===== src/tcs_pkg.sv =====
// ----------------------------------------------------------------
// timer channel status / interrupt register constants
// ----------------------------------------------------------------
package tcs_pkg;

    // bus geometry
    localparam int ADDR_W = 32;
    localparam int DATA_W = 32;
    localparam int EVT_W  = 8;                 // sticky event flags

    // register byte addresses
    localparam logic [31:0] OFF_THIRD_CMP   = 32'hf800801c;
    localparam logic [31:0] OFF_STATUS      = 32'hf8008020;
    localparam logic [31:0] OFF_IRQ_SET     = 32'hf8008024;
    localparam logic [31:0] OFF_IRQ_CLR     = 32'hf8008028;
    localparam logic [31:0] OFF_IRQ_MASK    = 32'hf800802c;
    localparam logic [31:0] OFF_WRITE_LOCK  = 32'hf80080e4;
    localparam logic [31:0] OFF_STATUS_CLR  = 32'hf80080f0;

    // event flag positions
    localparam int BIT_OVERFLOW     = 0;
    localparam int BIT_LOAD_OVERRUN = 1;
    localparam int BIT_FIRST_CMP    = 2;
    localparam int BIT_SECOND_CMP   = 3;
    localparam int BIT_THIRD_CMP    = 4;
    localparam int BIT_FIRST_LOAD   = 5;
    localparam int BIT_SECOND_LOAD  = 6;
    localparam int BIT_EXT_TRIGGER  = 7;

    // live status positions
    localparam int BIT_CLOCK_ON     = 16;
    localparam int BIT_LINE_A       = 17;
    localparam int BIT_LINE_B       = 18;

    // write-lock register layout
    localparam int          BIT_LOCK_EN   = 0;
    localparam int          KEY_LSB       = 8;
    localparam logic [23:0] PROTECT_KEY   = 24'h54494d;

    // mode select encoding
    localparam logic WAVE_CAPTURE  = 1'b0;
    localparam logic WAVE_WAVEFORM = 1'b1;

    // flags that may set in each mode
    localparam logic [7:0] ALLOW_CAPTURE  = 8'hf3;
    localparam logic [7:0] ALLOW_WAVEFORM = 8'h9d;

    // reset values
    localparam logic [31:0] RST_THIRD_CMP = 32'h0000_0000;
    localparam logic [7:0]  RST_MASK      = 8'h00;
    localparam logic [7:0]  RST_FLAGS     = 8'h00;
    localparam logic        RST_LOCK      = 1'b0;

endpackage


===== src/tcs_evt_if.sv =====
`timescale 1ns/1ps
`default_nettype none
// ----------------------------------------------------------------
// event carrier between the register front end and the flag bank
// ----------------------------------------------------------------
interface tcs_evt_if;
    logic [7:0] set_v;      // one-cycle event pulses
    logic [7:0] clr_v;      // clear requests
    logic [7:0] allow_v;    // flags legal in the current mode
    logic [7:0] flags_v;    // sticky flags

    modport bank  (input set_v, input clr_v, input allow_v, output flags_v);
    modport owner (output set_v, output clr_v, output allow_v, input flags_v);
endinterface
`default_nettype wire


===== src/tcs_flag_bank.sv =====
`timescale 1ns/1ps
`default_nettype none
// ----------------------------------------------------------------
// sticky event flags, set wins over clear
// ----------------------------------------------------------------
module tcs_flag_bank (
    // clock and reset
    input wire logic clk,
    input wire logic rst,
    // event carrier
    tcs_evt_if.bank  evt
);
    import tcs_pkg::*;

    logic [EVT_W-1:0] flags_ff;     // held flags
    logic [EVT_W-1:0] nxt_flags;    // next flags

    // an event landing on the clear cycle must survive the clear
    assign nxt_flags   = (flags_ff & ~evt.clr_v) | (evt.set_v & evt.allow_v);
    assign evt.flags_v = flags_ff;

    // flag storage
    always_ff @(posedge clk or posedge rst) begin
        if (rst) begin
            flags_ff <= RST_FLAGS;
        end else begin
            flags_ff <= nxt_flags;
        end
    end
endmodule
`default_nettype wire


===== src/tcs_top.sv =====
`timescale 1ns/1ps
`default_nettype none
// How it works
// third compare writable only while unlocked
// third compare reads back its live value
// overflow flag sticky, cleared by status read
// capture mode: double load unread sets overrun
// waveform mode: first compare sets bit 2
// waveform mode: second compare sets bit 3
// third compare match sets bit 4
// capture mode: first capture load sets bit 5
// capture mode: second capture load sets bit 6
// external trigger sets bit 7
// bit 16 shows counter clock live
// bit 17 mirrors line a
// bit 18 mirrors line b
// enable-set writes ones into mask
// enable-clear writes ones out of mask
// mask view returns the eight enables
// mode select zero capture, one waveform
// lock bit changes only with right key
// interrupt while enabled flag set
module tcs_top (
    // clock and reset
    input  wire logic                       clk,
    input  wire logic                       rst,
    // avalon-mm slave
    input  wire logic [tcs_pkg::ADDR_W-1:0] avs_address,
    input  wire logic                       avs_read,
    input  wire logic                       avs_write,
    input  wire logic [tcs_pkg::DATA_W-1:0] avs_writedata,
    output logic      [tcs_pkg::DATA_W-1:0] avs_readdata,
    output logic                            avs_waitrequest,
    // channel mode and events from the counter logic
    input  wire logic                       wave_mode,
    input  wire logic                       overflow_pulse,
    input  wire logic                       first_cmp_pulse,
    input  wire logic                       second_cmp_pulse,
    input  wire logic                       third_cmp_pulse,
    input  wire logic                       first_load_pulse,
    input  wire logic                       second_load_pulse,
    input  wire logic                       first_read_pulse,
    input  wire logic                       second_read_pulse,
    input  wire logic                       ext_trigger_pulse,
    input  wire logic                       counter_clock_on,
    // io lines: pins and driven levels
    input  wire logic                       io_line_a,
    input  wire logic                       io_line_b,
    input  wire logic                       drive_a,
    input  wire logic                       drive_b,
    // results
    output logic      [tcs_pkg::DATA_W-1:0] third_compare_value,
    output logic                            write_lock_enable,
    output logic                            irq
);
    import tcs_pkg::*;

    // ------------------------------------------------------------
    // state
    // ------------------------------------------------------------
    logic              wait_ff;         // high while no answer is offered
    logic [DATA_W-1:0] rdata_ff;        // read answer snapshot
    logic [DATA_W-1:0] rc_ff;           // third compare value
    logic [EVT_W-1:0]  mask_ff;         // interrupt enables
    logic              lock_ff;         // write-lock enable
    logic              irq_ff;          // interrupt output
    logic [1:0]        pin_meta_ff;     // pin synchroniser, stage one
    logic [1:0]        pin_sync_ff;     // pin synchroniser, stage two
    logic [1:0]        pend_ff;         // capture loaded, not yet read

    // next values
    logic              nxt_wait;
    logic [DATA_W-1:0] nxt_rc;
    logic [EVT_W-1:0]  nxt_mask;
    logic              nxt_lock;
    logic              nxt_irq;
    logic [1:0]        nxt_pend;

    tcs_evt_if evt ();                  // carrier to the flag bank

    // ------------------------------------------------------------
    // bus handshake and decode
    // ------------------------------------------------------------
    // every access takes two cycles: the first snapshots read data,
    // the second drops waitrequest; the accept edge is the second
    wire req      = avs_read | avs_write;
    wire load_cyc = req & wait_ff;              // snapshot cycle
    wire acc      = req & ~wait_ff;             // accept cycle
    wire acc_wr   = acc & avs_write;
    wire acc_rd   = acc & avs_read;

    wire sel_rc   = (avs_address == OFF_THIRD_CMP);
    wire sel_sr   = (avs_address == OFF_STATUS);
    wire sel_ier  = (avs_address == OFF_IRQ_SET);
    wire sel_idr  = (avs_address == OFF_IRQ_CLR);
    wire sel_imr  = (avs_address == OFF_IRQ_MASK);
    wire sel_wp   = (avs_address == OFF_WRITE_LOCK);
    wire sel_sc   = (avs_address == OFF_STATUS_CLR);

    assign nxt_wait = ~(req & wait_ff);

    // ------------------------------------------------------------
    // mode and events
    // ------------------------------------------------------------
    // mode decides which flags may set and which read as zero
    wire [EVT_W-1:0] allow = (wave_mode == WAVE_WAVEFORM) ? ALLOW_WAVEFORM
                                                          : ALLOW_CAPTURE;

    // a second load before the first was read is an overrun
    wire ovr_a     = first_load_pulse & pend_ff[0] & ~first_read_pulse;
    wire ovr_b     = second_load_pulse & pend_ff[1] & ~second_read_pulse;
    wire overrun   = ovr_a | ovr_b;

    assign nxt_pend[0] = first_load_pulse | (pend_ff[0] & ~first_read_pulse);
    assign nxt_pend[1] = second_load_pulse | (pend_ff[1] & ~second_read_pulse);

    // event vector into the flag bank
    always_comb begin
        evt.set_v                   = '0;
        evt.set_v[BIT_OVERFLOW]     = overflow_pulse;
        evt.set_v[BIT_LOAD_OVERRUN] = overrun;
        evt.set_v[BIT_FIRST_CMP]    = first_cmp_pulse;
        evt.set_v[BIT_SECOND_CMP]   = second_cmp_pulse;
        evt.set_v[BIT_THIRD_CMP]    = third_cmp_pulse;
        evt.set_v[BIT_FIRST_LOAD]   = first_load_pulse;
        evt.set_v[BIT_SECOND_LOAD]  = second_load_pulse;
        evt.set_v[BIT_EXT_TRIGGER]  = ext_trigger_pulse;
    end

    // a status read clears only what the snapshot showed, so an
    // event after the snapshot is kept for the next read
    wire [EVT_W-1:0] rd_clr = (acc_rd & sel_sr) ? rdata_ff[EVT_W-1:0] : '0;
    wire [EVT_W-1:0] wr_clr = (acc_wr & sel_sc) ? avs_writedata[EVT_W-1:0] : '0;

    // flags of the inactive mode are dropped, so a mode change back
    // does not resurrect stale events
    assign evt.clr_v   = rd_clr | wr_clr | ~allow;
    assign evt.allow_v = allow;

    tcs_flag_bank u_flags (
        .clk (clk),
        .rst (rst),
        .evt (evt)
    );

    wire [EVT_W-1:0] stat_view = evt.flags_v & allow;

    // ------------------------------------------------------------
    // live status and read mux
    // ------------------------------------------------------------
    // waveform mode shows the driven level, capture mode the pin
    wire mirror_a = wave_mode ? drive_a : pin_sync_ff[0];
    wire mirror_b = wave_mode ? drive_b : pin_sync_ff[1];

    logic [DATA_W-1:0] status_word;     // assembled status
    logic [DATA_W-1:0] lock_word;       // write-lock view, key reads 0
    logic [DATA_W-1:0] mask_word;       // mask view

    always_comb begin
        status_word                 = '0;
        status_word[EVT_W-1:0]      = stat_view;
        status_word[BIT_CLOCK_ON]   = counter_clock_on;
        status_word[BIT_LINE_A]     = mirror_a;
        status_word[BIT_LINE_B]     = mirror_b;
        lock_word                   = '0;
        lock_word[BIT_LOCK_EN]      = lock_ff;
        mask_word                   = '0;
        mask_word[EVT_W-1:0]        = mask_ff;
    end

    // write-only and unmapped addresses read as zero
    wire [DATA_W-1:0] rd_word = sel_rc  ? rc_ff :
                                sel_sr  ? status_word :
                                sel_imr ? mask_word :
                                sel_wp  ? lock_word : '0;

    // ------------------------------------------------------------
    // register writes
    // ------------------------------------------------------------
    wire key_ok = (avs_writedata[DATA_W-1:KEY_LSB] == PROTECT_KEY);

    assign nxt_rc   = (acc_wr & sel_rc & ~lock_ff) ? avs_writedata : rc_ff;
    assign nxt_lock = (acc_wr & sel_wp & key_ok) ? avs_writedata[BIT_LOCK_EN]
                                                 : lock_ff;
    wire [EVT_W-1:0] ier_bits = (acc_wr & sel_ier) ? avs_writedata[EVT_W-1:0] : '0;
    wire [EVT_W-1:0] idr_bits = (acc_wr & sel_idr) ? avs_writedata[EVT_W-1:0] : '0;
    assign nxt_mask = (mask_ff | ier_bits) & ~idr_bits;
    assign nxt_irq  = |(stat_view & mask_ff);

    // ------------------------------------------------------------
    // flops
    // ------------------------------------------------------------
    // bus handshake and answer
    always_ff @(posedge clk or posedge rst) begin
        if (rst) begin
            wait_ff  <= 1'b1;
            rdata_ff <= '0;
        end else begin
            wait_ff <= nxt_wait;
            if (load_cyc & avs_read) begin
                rdata_ff <= rd_word;
            end
        end
    end

    // software-visible registers
    always_ff @(posedge clk or posedge rst) begin
        if (rst) begin
            rc_ff   <= RST_THIRD_CMP;
            mask_ff <= RST_MASK;
            lock_ff <= RST_LOCK;
            irq_ff  <= 1'b0;
        end else begin
            rc_ff   <= nxt_rc;
            mask_ff <= nxt_mask;
            lock_ff <= nxt_lock;
            irq_ff  <= nxt_irq;
        end
    end

    // pin synchroniser and capture pending bits
    always_ff @(posedge clk or posedge rst) begin
        if (rst) begin
            pin_meta_ff <= 2'h0;
            pin_sync_ff <= 2'h0;
            pend_ff     <= 2'h0;
        end else begin
            pin_meta_ff <= {io_line_b, io_line_a};
            pin_sync_ff <= pin_meta_ff;
            pend_ff     <= nxt_pend;
        end
    end

    // outputs, all straight from flops
    assign avs_readdata        = rdata_ff;
    assign avs_waitrequest     = wait_ff;
    assign third_compare_value = rc_ff;
    assign write_lock_enable   = lock_ff;
    assign irq                 = irq_ff;
endmodule
`default_nettype wire


===== config.mk =====
export PLATFORM = sky130hd
export DESIGN_NAME = tcs_top
export DESIGN_NICKNAME = d
export VERILOG_FILES = /design/src/tcs_pkg.sv /design/src/tcs_evt_if.sv /design/src/tcs_flag_bank.sv /design/src/tcs_top.sv
export SDC_FILE = /design/constraint.sdc
export NUM_CORES = 1
export LEC_CHECK = 0
export ABC_AREA = 1
export BUFFER_PORTS_ARGS = -buffer_cell sky130_fd_sc_hd__buf_2
export CAP_MARGIN = 20
export CORE_MARGIN = 2
export CORE_UTILIZATION = 55
export DETAILED_ROUTE_END_ITERATION = 16
export PLACE_DENSITY = 0.86
export SLEW_MARGIN = 0
export SYNTH_ARGS = -nofsm -noshare
export SYNTH_HDL_FRONTEND = slang
export SYNTH_HIERARCHICAL = 1
export SYNTH_SLANG_ARGS = --single-unit

===== constraint.sdc =====
create_clock -name clk -period 8.25 [get_ports clk]
set_input_delay 1.65 -clock clk [delete_from_list [all_inputs] [get_ports clk]]
set_output_delay 1.65 -clock clk [all_outputs]
set_load 0.1 [all_outputs]

==> out/metrics.yaml, run 1 <==
floorplanning:
  num_rows: 33
  ios: 150
  die_w_um: 95.01
  die-area_um2: 9027
  dieHeight_um: 95.01
  core_area_um2: 8134
  initial_core_util_pct: 56.01
min_path:
  holdPathEnd: "pin_sync_ff[1]$_DFF_PP0_"
  min_path_type: "flop to flop"
  hold_depth: 0
  min_from: "pin_meta_ff[1]$_DFF_PP0_"
clock_tree:
  postCtsSetupBuffers: 0
  cts_resized: 0
  cts_tree: "yes"
  clkSinkCount: 89
  clk_latency_ns: 0.37
  cts_inserted_buffers: 9
  cts_root_buf: "clkbuf_8"
  cts_hold_buf: 0
  clkSlewWorstSetupHoldPaths_ns: 0.10
  cts.path.max_buffers: 2
  cts_max_level: 3
route:
  drt-pass1-iter-count: 4
  drtIter0Drc: 240
  ant_nets: 0
  drc: 0
  wl_mm: 11.28
  num_vias: 4191
  vias_per_cell: 5.074
  avgRoutedWirePerCell_um: 13.65
worst_setup_path:
  cp.required_ns: 8.48
  critical_path.cell_chain: "buf_2, inv_1, nand2_1, nor2_1, nand2_1, nor2_2, inv_2, nor2_4, nand4_4, buf_4, nand2_1, o21ai_2"
  cp_data_arrival_time_ns: 3.69
  timing.rr.start: "avs_waitrequest$_DFF_PP1_"
  critPathTopFamily: "simple AND/OR/NAND/NOR gates"
  start_kind: "input port"
  r2r_end: "third_compare_value[6]$_DFFE_PP0P_"
  cpPeakStageDelay_ns: 0.61
  crit_top_cell: "nand2_1"
  worstRegToRegCells: 7
  worstSetupPathType: "input port to flop"
  worstSetupEndpointType: "flop"
  worstPathMaxFanout: 64
  r2r_slack_ns: 6.24
  path_buf_inv: 4
  cp_slowest_cell: "nor2_2"
power:
  irDropWorstVdd_mv: 0.1139
  p_int_mw: 0.6080
  p_per_area_nw_per_um2: 148.8
  power_mw: 0.8240
  power.switching_mw: 0.2160
  power_frac_comb_pct: 8.8
  p_leak_nw: 3.237
  switching_share_pct: 26.22
  seqPwrFrac_pct: 53.9
  p_clk_share_pct: 37.2
yosys:
  ys_seq_area_share_pct: 48.92
  synth_top_area_cell: "dfrtp_1"
  syn_inst: 569
  synth_xor_xnor_area_share_pct: 0
  synth_compound_area_share_pct: 8.294
  synthMuxAreaShare_pct: 0.2197
  synth_area_um2: 4556
  yosysTopAreaCellShare_pct: 48.34
  synth_top_family_by_area: "simple AND/OR/NAND/NOR gates"
  yosys.cell_types.count: 32
  synth.area.top_cells: "dfrtp_1, nand2_1, inv_1"
  synth_warnings: 6
  synth-adder-area-share_pct: 0
  ys_ff_latch: 89
  synthSimpleGateAreaFrac_pct: 32.13
  synth.avg_cell_area_um2: 8.006
timing:
  finalCritPeriodShare_pct: 42.02
  slew_headroom_pct: 35.03
  tns_ns: 0
  slew_viol_final: 0
  fmax_ghz: 0.2885
  clock_skew_ns: 0.01206
  setup_violations: 0
  rsz0062_at_grt: "false"
  worst_pin_slew_ns: 0.9746
  finalHoldViolCount: 0
  fin_crit_ns: 3.467
placement:
  io_buffers: 149
  place_hpwl_mm: 8.436
  place_congestion: 0.8474
run_status:
  status: "complete, no violations"
grt:
  grt.overflow.total: 0
  track_usage_pct: 26.51
  antenna_found_initial: 0
  grt_pass1_wl_mm: 18.51
  grt_max_degree: 65
  first_global_vias: 4088
layout:
  antennaDiodeCount: 0
  drive_gt1_share_pct: 33.84
  layout.nets: 799
  area_delta_synth_final_pct: 21.56
  finish.utilization_pct: 68.08
job:
  maxCapViolations: 0
[registers in the layout, summed over array words and instances, names as in the netlist]
signal and count:
irq 1, write_lock_enable 1, pin_sync_ff 2, pend_ff 2, avs_waitrequest 1, mask_ff 8
pin_meta_ff 2, u_flags/evt.flags_v 8, avs_readdata 32, third_compare_value 32
[final cells by class]
cell class              instances  area (um2)
clock inverters                 6       73.82
clock buffers                  10       127.6
flip-flops and latches         89        2228
multi-input cells             373        1866
inverters                      91       342.8
repair buffers                152       768.2
fillers                       705        2596
well taps                     105       131.4
[worst reg2reg max path, delay by kind of cell (launching register included)]
family | cells | cell delay (ns)
AND/OR/NAND/NOR | 4 | 0.48
flip-flops | 1 | 0.58
buffers and inverters | 2 | 0.77
AO/OA/AOI/OAI | 1 | 0.09
[synthesized netlist by cell type (all sizes together)]
master / count
a211oi: 1
a21oi: 9
a22o: 1
buf: 13
clkbuf: 5
clkinv: 1
conb: 1
dfrtp: 88
dfstp: 1
inv: 90
mux2i: 1
nand2: 213
nand3: 51
nand4: 14
nor2: 35
nor3: 6
nor4: 1
o21ai: 36
o21bai: 1
o32ai: 1
[how the worst max path moves through the flow]
stage,depth (start not counted),startpoint,slack (ns),to
floorplan,1,rst,4.52,avs_readdata[0]$_DFFE_PP0P_
global placement,12,avs_address[26],4.51,third_compare_value[31]$_DFFE_PP0P_
finish,12,avs_address[26],4.78,third_compare_value[6]$_DFFE_PP0P_
detailed placement,12,avs_address[26],4.44,third_compare_value[7]$_DFFE_PP0P_
global route,12,avs_address[26],4.60,third_compare_value[12]$_DFFE_PP0P_
CTS,12,avs_address[26],4.81,third_compare_value[7]$_DFFE_PP0P_
[metrics by stage]
stage	cells	setup slack, ns	hold WS, ns	instance area [um2]
3_3_place_gp	810	4.514	0.3356	5336
3_5_place_dp	810	4.441	0.3379	5336
4_1_cts	826	4.812	0.3655	5538
5_1_grt	826	4.600	0.3841	5538
2_1_floorplan	571	4.522	0.3312	4563
6_report	826	4.783	0.3653	5538
[power groups by stage]
stage,sequential (mW),clock [mW],combinational [mW]
finish,0.444,0.307,0.0728
detailed placement,0.453,0,0.0731
global route,0.445,0.328,0.0822
floorplan,0.456,0,0.0360
CTS,0.444,0.314,0.0735
global placement,0.453,0,0.0704
[layout by cell type, fill, tap and decap left out, types with 4 or more instances in the layout]
master and count:
o21ai_2 32, nand2_1 186, clkbuf_8 9, nand2_2 27, nor2_4 4, nor3_1 4, inv_1 85, buf_2 149
nand3_1 50, nor2_1 28, inv_2 4, dfrtp_1 88, nand4_1 13, a21oi_1 9
[metal layers]
| layer | vias to the layer above | share of wire (%) | track usage [%] |
|---|---|---|---|
| met5 | - | 0 | 0 |
| met4 | 0 | 1.6 | 8.454 |
| met3 | 18 | 8.3 | 6.403 |
| met2 | 168 | 49 | 45.45 |
| met1 | 1954 | 41 | 33.19 |
| li1 | 2051 | - | - |
[logic make-up (layout without fill, tap and decap cells)]
logic type / count (synthesis) / count (layout)
mux: 1 / 1
compound gates: 49 / 49
flops: 89 / 89
other cells: 1 / 3
simple gates: 320 / 320
buf+inv: 109 / 259
No activity file was read; power rests on OpenSTA's default activity.
==> inputs of run 2 (changes only) <==
CORE_UTILIZATION = 51   (was 55)
PLACE_DENSITY = 0.8   (was 0.86)
clock period = 3.4 ns   (was 8.25 ns; I/O delays follow)
==> run 2 against run 1 <==
Combinational power rose by 140%. Critical endpoint is now third_compare_value[18]$_DFFE_PP0P_. Core utilization shrank 4.0 points. Critical path depth unchanged. Register-to-register slack worse by 4.8 ns. Sequential power increased by 140%. Largest cell class unchanged. Cell count is 0.61% higher.
==> out/metrics.yaml, run 2 (synthesized netlist as in run 1, its figures left out) <==
run_status:
  status: "complete, no violations"
floorplanning:
  initial_core_util_pct: 52.49  # -3.5 points
  core_area_um2: 8678  # +6.7%
  num_rows: 34  # +3.0%
  ios: 150  # unchanged
  die_w_um: 98.51  # +3.7%
  die-area_um2: 9704  # +7.5%
  dieHeight_um: 98.51  # +3.7%
worst_setup_path:
  cpPeakStageDelay_ns: 0.71  # +0.10 ns
  start_kind: "input port"
  crit_top_cell: "nand2_1"
  critical_path.cell_chain: "buf_2, nand2_1, nor2_1, nand2_1, nor2_2, buf_4, inv_2, nor2_4, nand4_4, buf_4, nand2_1, o21ai_2"
  cp.required_ns: 3.67  # -4.81 ns
  cp_data_arrival_time_ns: 2.41  # -1.28 ns
  worstSetupEndpointType: "flop"
  path_buf_inv: 4  # unchanged
  cp_slowest_cell: "buf_4"
  worstPathMaxFanout: 64  # unchanged
  worstSetupPathType: "input port to flop"
  critPathTopFamily: "buffers and inverters"
clock_tree:
  cts.path.max_buffers: 2  # unchanged
  cts_max_level: 3  # unchanged
  cts_tree: "yes"
  postCtsSetupBuffers: 0  # unchanged
  cts_inserted_buffers: 9  # unchanged
  cts_hold_buf: 0  # unchanged
  cts_resized: 0  # unchanged
  clkSlewWorstSetupHoldPaths_ns: 0.09  # about the same
  cts_root_buf: "clkbuf_8"
  clk_latency_ns: 0.36  # about the same
  clkSinkCount: 89  # unchanged
power:
  p_leak_nw: 3.249  # +0.35%
  seqPwrFrac_pct: 53.7  # -0.2 points
  irDropWorstVdd_mv: 0.2218  # +95%
  switching_share_pct: 25.67  # -0.55 points
  p_int_mw: 1.491  # +150%
  power_mw: 2.006  # +140%
  power.switching_mw: 0.5150  # +140%
  power_frac_comb_pct: 8.9  # about the same
  p_per_area_nw_per_um2: 360.9  # +140%
  p_clk_share_pct: 37.4  # +0.2 points
grt:
  grt_max_degree: 65  # unchanged
  track_usage_pct: 25.00  # -1.5 points
  grt.overflow.total: 0  # unchanged
  grt_pass1_wl_mm: 19.42  # +4.9%
  first_global_vias: 4056  # -0.78%
  antenna_found_initial: 0  # unchanged
placement:
  place_congestion: 0.9018  # +6.4%
  placed_cell_area_um2: 5355  # +0.35%
  dp_slack_ns: 0.9079  # -3.533 ns
  place_hpwl_mm: 8.534  # +1.2%
  io_buffers: 149  # unchanged
timing:
  tns_ns: 0  # unchanged
  worst_pin_slew_ns: 0.9539  # -0.02072 ns
  postLayoutSetupSlackWorst_ns: 1.264  # -3.519 ns
  finalHoldViolCount: 0  # unchanged
  fmax_ghz: 0.4682
  fin_crit_ns: 2.136
  rsz0062_at_grt: "false"
  setup_violations: 0  # unchanged
  clock_skew_ns: 0.01109  # -0.0009733 ns
  slew_headroom_pct: 36.41  # +1.4 points
  finalCritPeriodShare_pct: 62.82
  slew_viol_final: 0  # unchanged
layout:
  final_common_cell: "nand2_1"
  layout.nets: 801  # +0.25%
  drive_gt1_share_pct: 34.02  # +0.18 points
  final_cell_mix: "nand2_1, buf_2, dfrtp_1"
  finish.utilization_pct: 64.06  # -4.0 points
  area_delta_synth_final_pct: 22.03
  antennaDiodeCount: 0  # unchanged
  final_cell_area_um2: 5559  # +0.38%
route:
  ant_nets: 0  # unchanged
  wl_mm: 11.39  # +0.98%
  vias_per_cell: 4.977  # -1.9%
  drt-pass1-iter-count: 4  # unchanged
  drc: 0  # unchanged
  drtIter0Drc: 194  # -19%
  avgRoutedWirePerCell_um: 13.70  # +0.38%
  num_vias: 4136  # -1.3%
min_path:
  min_path_type: "input port to asynchronous set/reset pin"
job:
  maxCapViolations: 0  # unchanged
## run 2: layout make-up
type / instances / area [um2]
clock buffer: 11 / 141.4
clock inverter: 5 / 62.56
fill: 779 / 3119
inverter: 91 / 342.8
multi-input combinational: 373 / 1866
sequential: 89 / 2228
tap: 108 / 135.1
timing repair buffer: 154 / 783.3
## run 2: power groups by stage
stage	Clock [mW]	Combinational, mW	Sequential (mW)
global route	0.811	0.204	1.08
floorplan	0	0.0873	1.11
CTS	0.765	0.181	1.08
finish	0.750	0.178	1.08
global placement	0	0.175	1.10
detailed placement	0	0.181	1.10
## run 2: layer usage
layer | global-route usage (%) | part of all wire, % | vias up
li1 | - | - | 2058
met4 | 8.008 | 1.6 | 0
met3 | 5.177 | 7.9 | 18
met5 | 0 | 0 | -
met2 | 40.92 | 47 | 152
met1 | 33.64 | 43 | 1908
## run 2: path summary, 6_finish.rpt
path / start / end / slack [ns] / cells past startpoint
worst max-delay path: avs_address[29] / third_compare_value[18]$_DFFE_PP0P_ / 1.26 / 12
worst min-delay path: rst / u_flags/evt.flags_v[5]$_DFF_PP0_ / 0.29 / 2
worst max register to register: avs_waitrequest$_DFF_PP1_ / third_compare_value[18]$_DFFE_PP0P_ / 1.42 / 7
worst min register to register: pin_meta_ff[1]$_DFF_PP0_ / pin_sync_ff[1]$_DFF_PP0_ / 0.36 / 0
max in group asynchronous: rst / avs_waitrequest$_DFF_PP1_ / 2.21 / 3
min in group clk: pin_meta_ff[1]$_DFF_PP0_ / pin_sync_ff[1]$_DFF_PP0_ / 0.36 / 0
## run 2: worst reg2reg max path, cell delays in order, from the launching register on
cell and delay (ns):
dfstp_2 0.58, inv_1 0.05, nand2_1 0.09, nor2_1 0.08
nand4_4 0.09, buf_4 0.71, nand2_1 0.21, o21ai_2 0.10
## run 2: metrics by stage
| stage | hold slack, ns | std cells |
|---|---|---|
| global route | 0.3072 | 831 |
| finish | 0.2858 | 831 |
| global placement | 0.3370 | 815 |
| floorplan | 0.3312 | 571 |
| CTS | 0.2896 | 831 |
| detailed placement | 0.3449 | 815 |
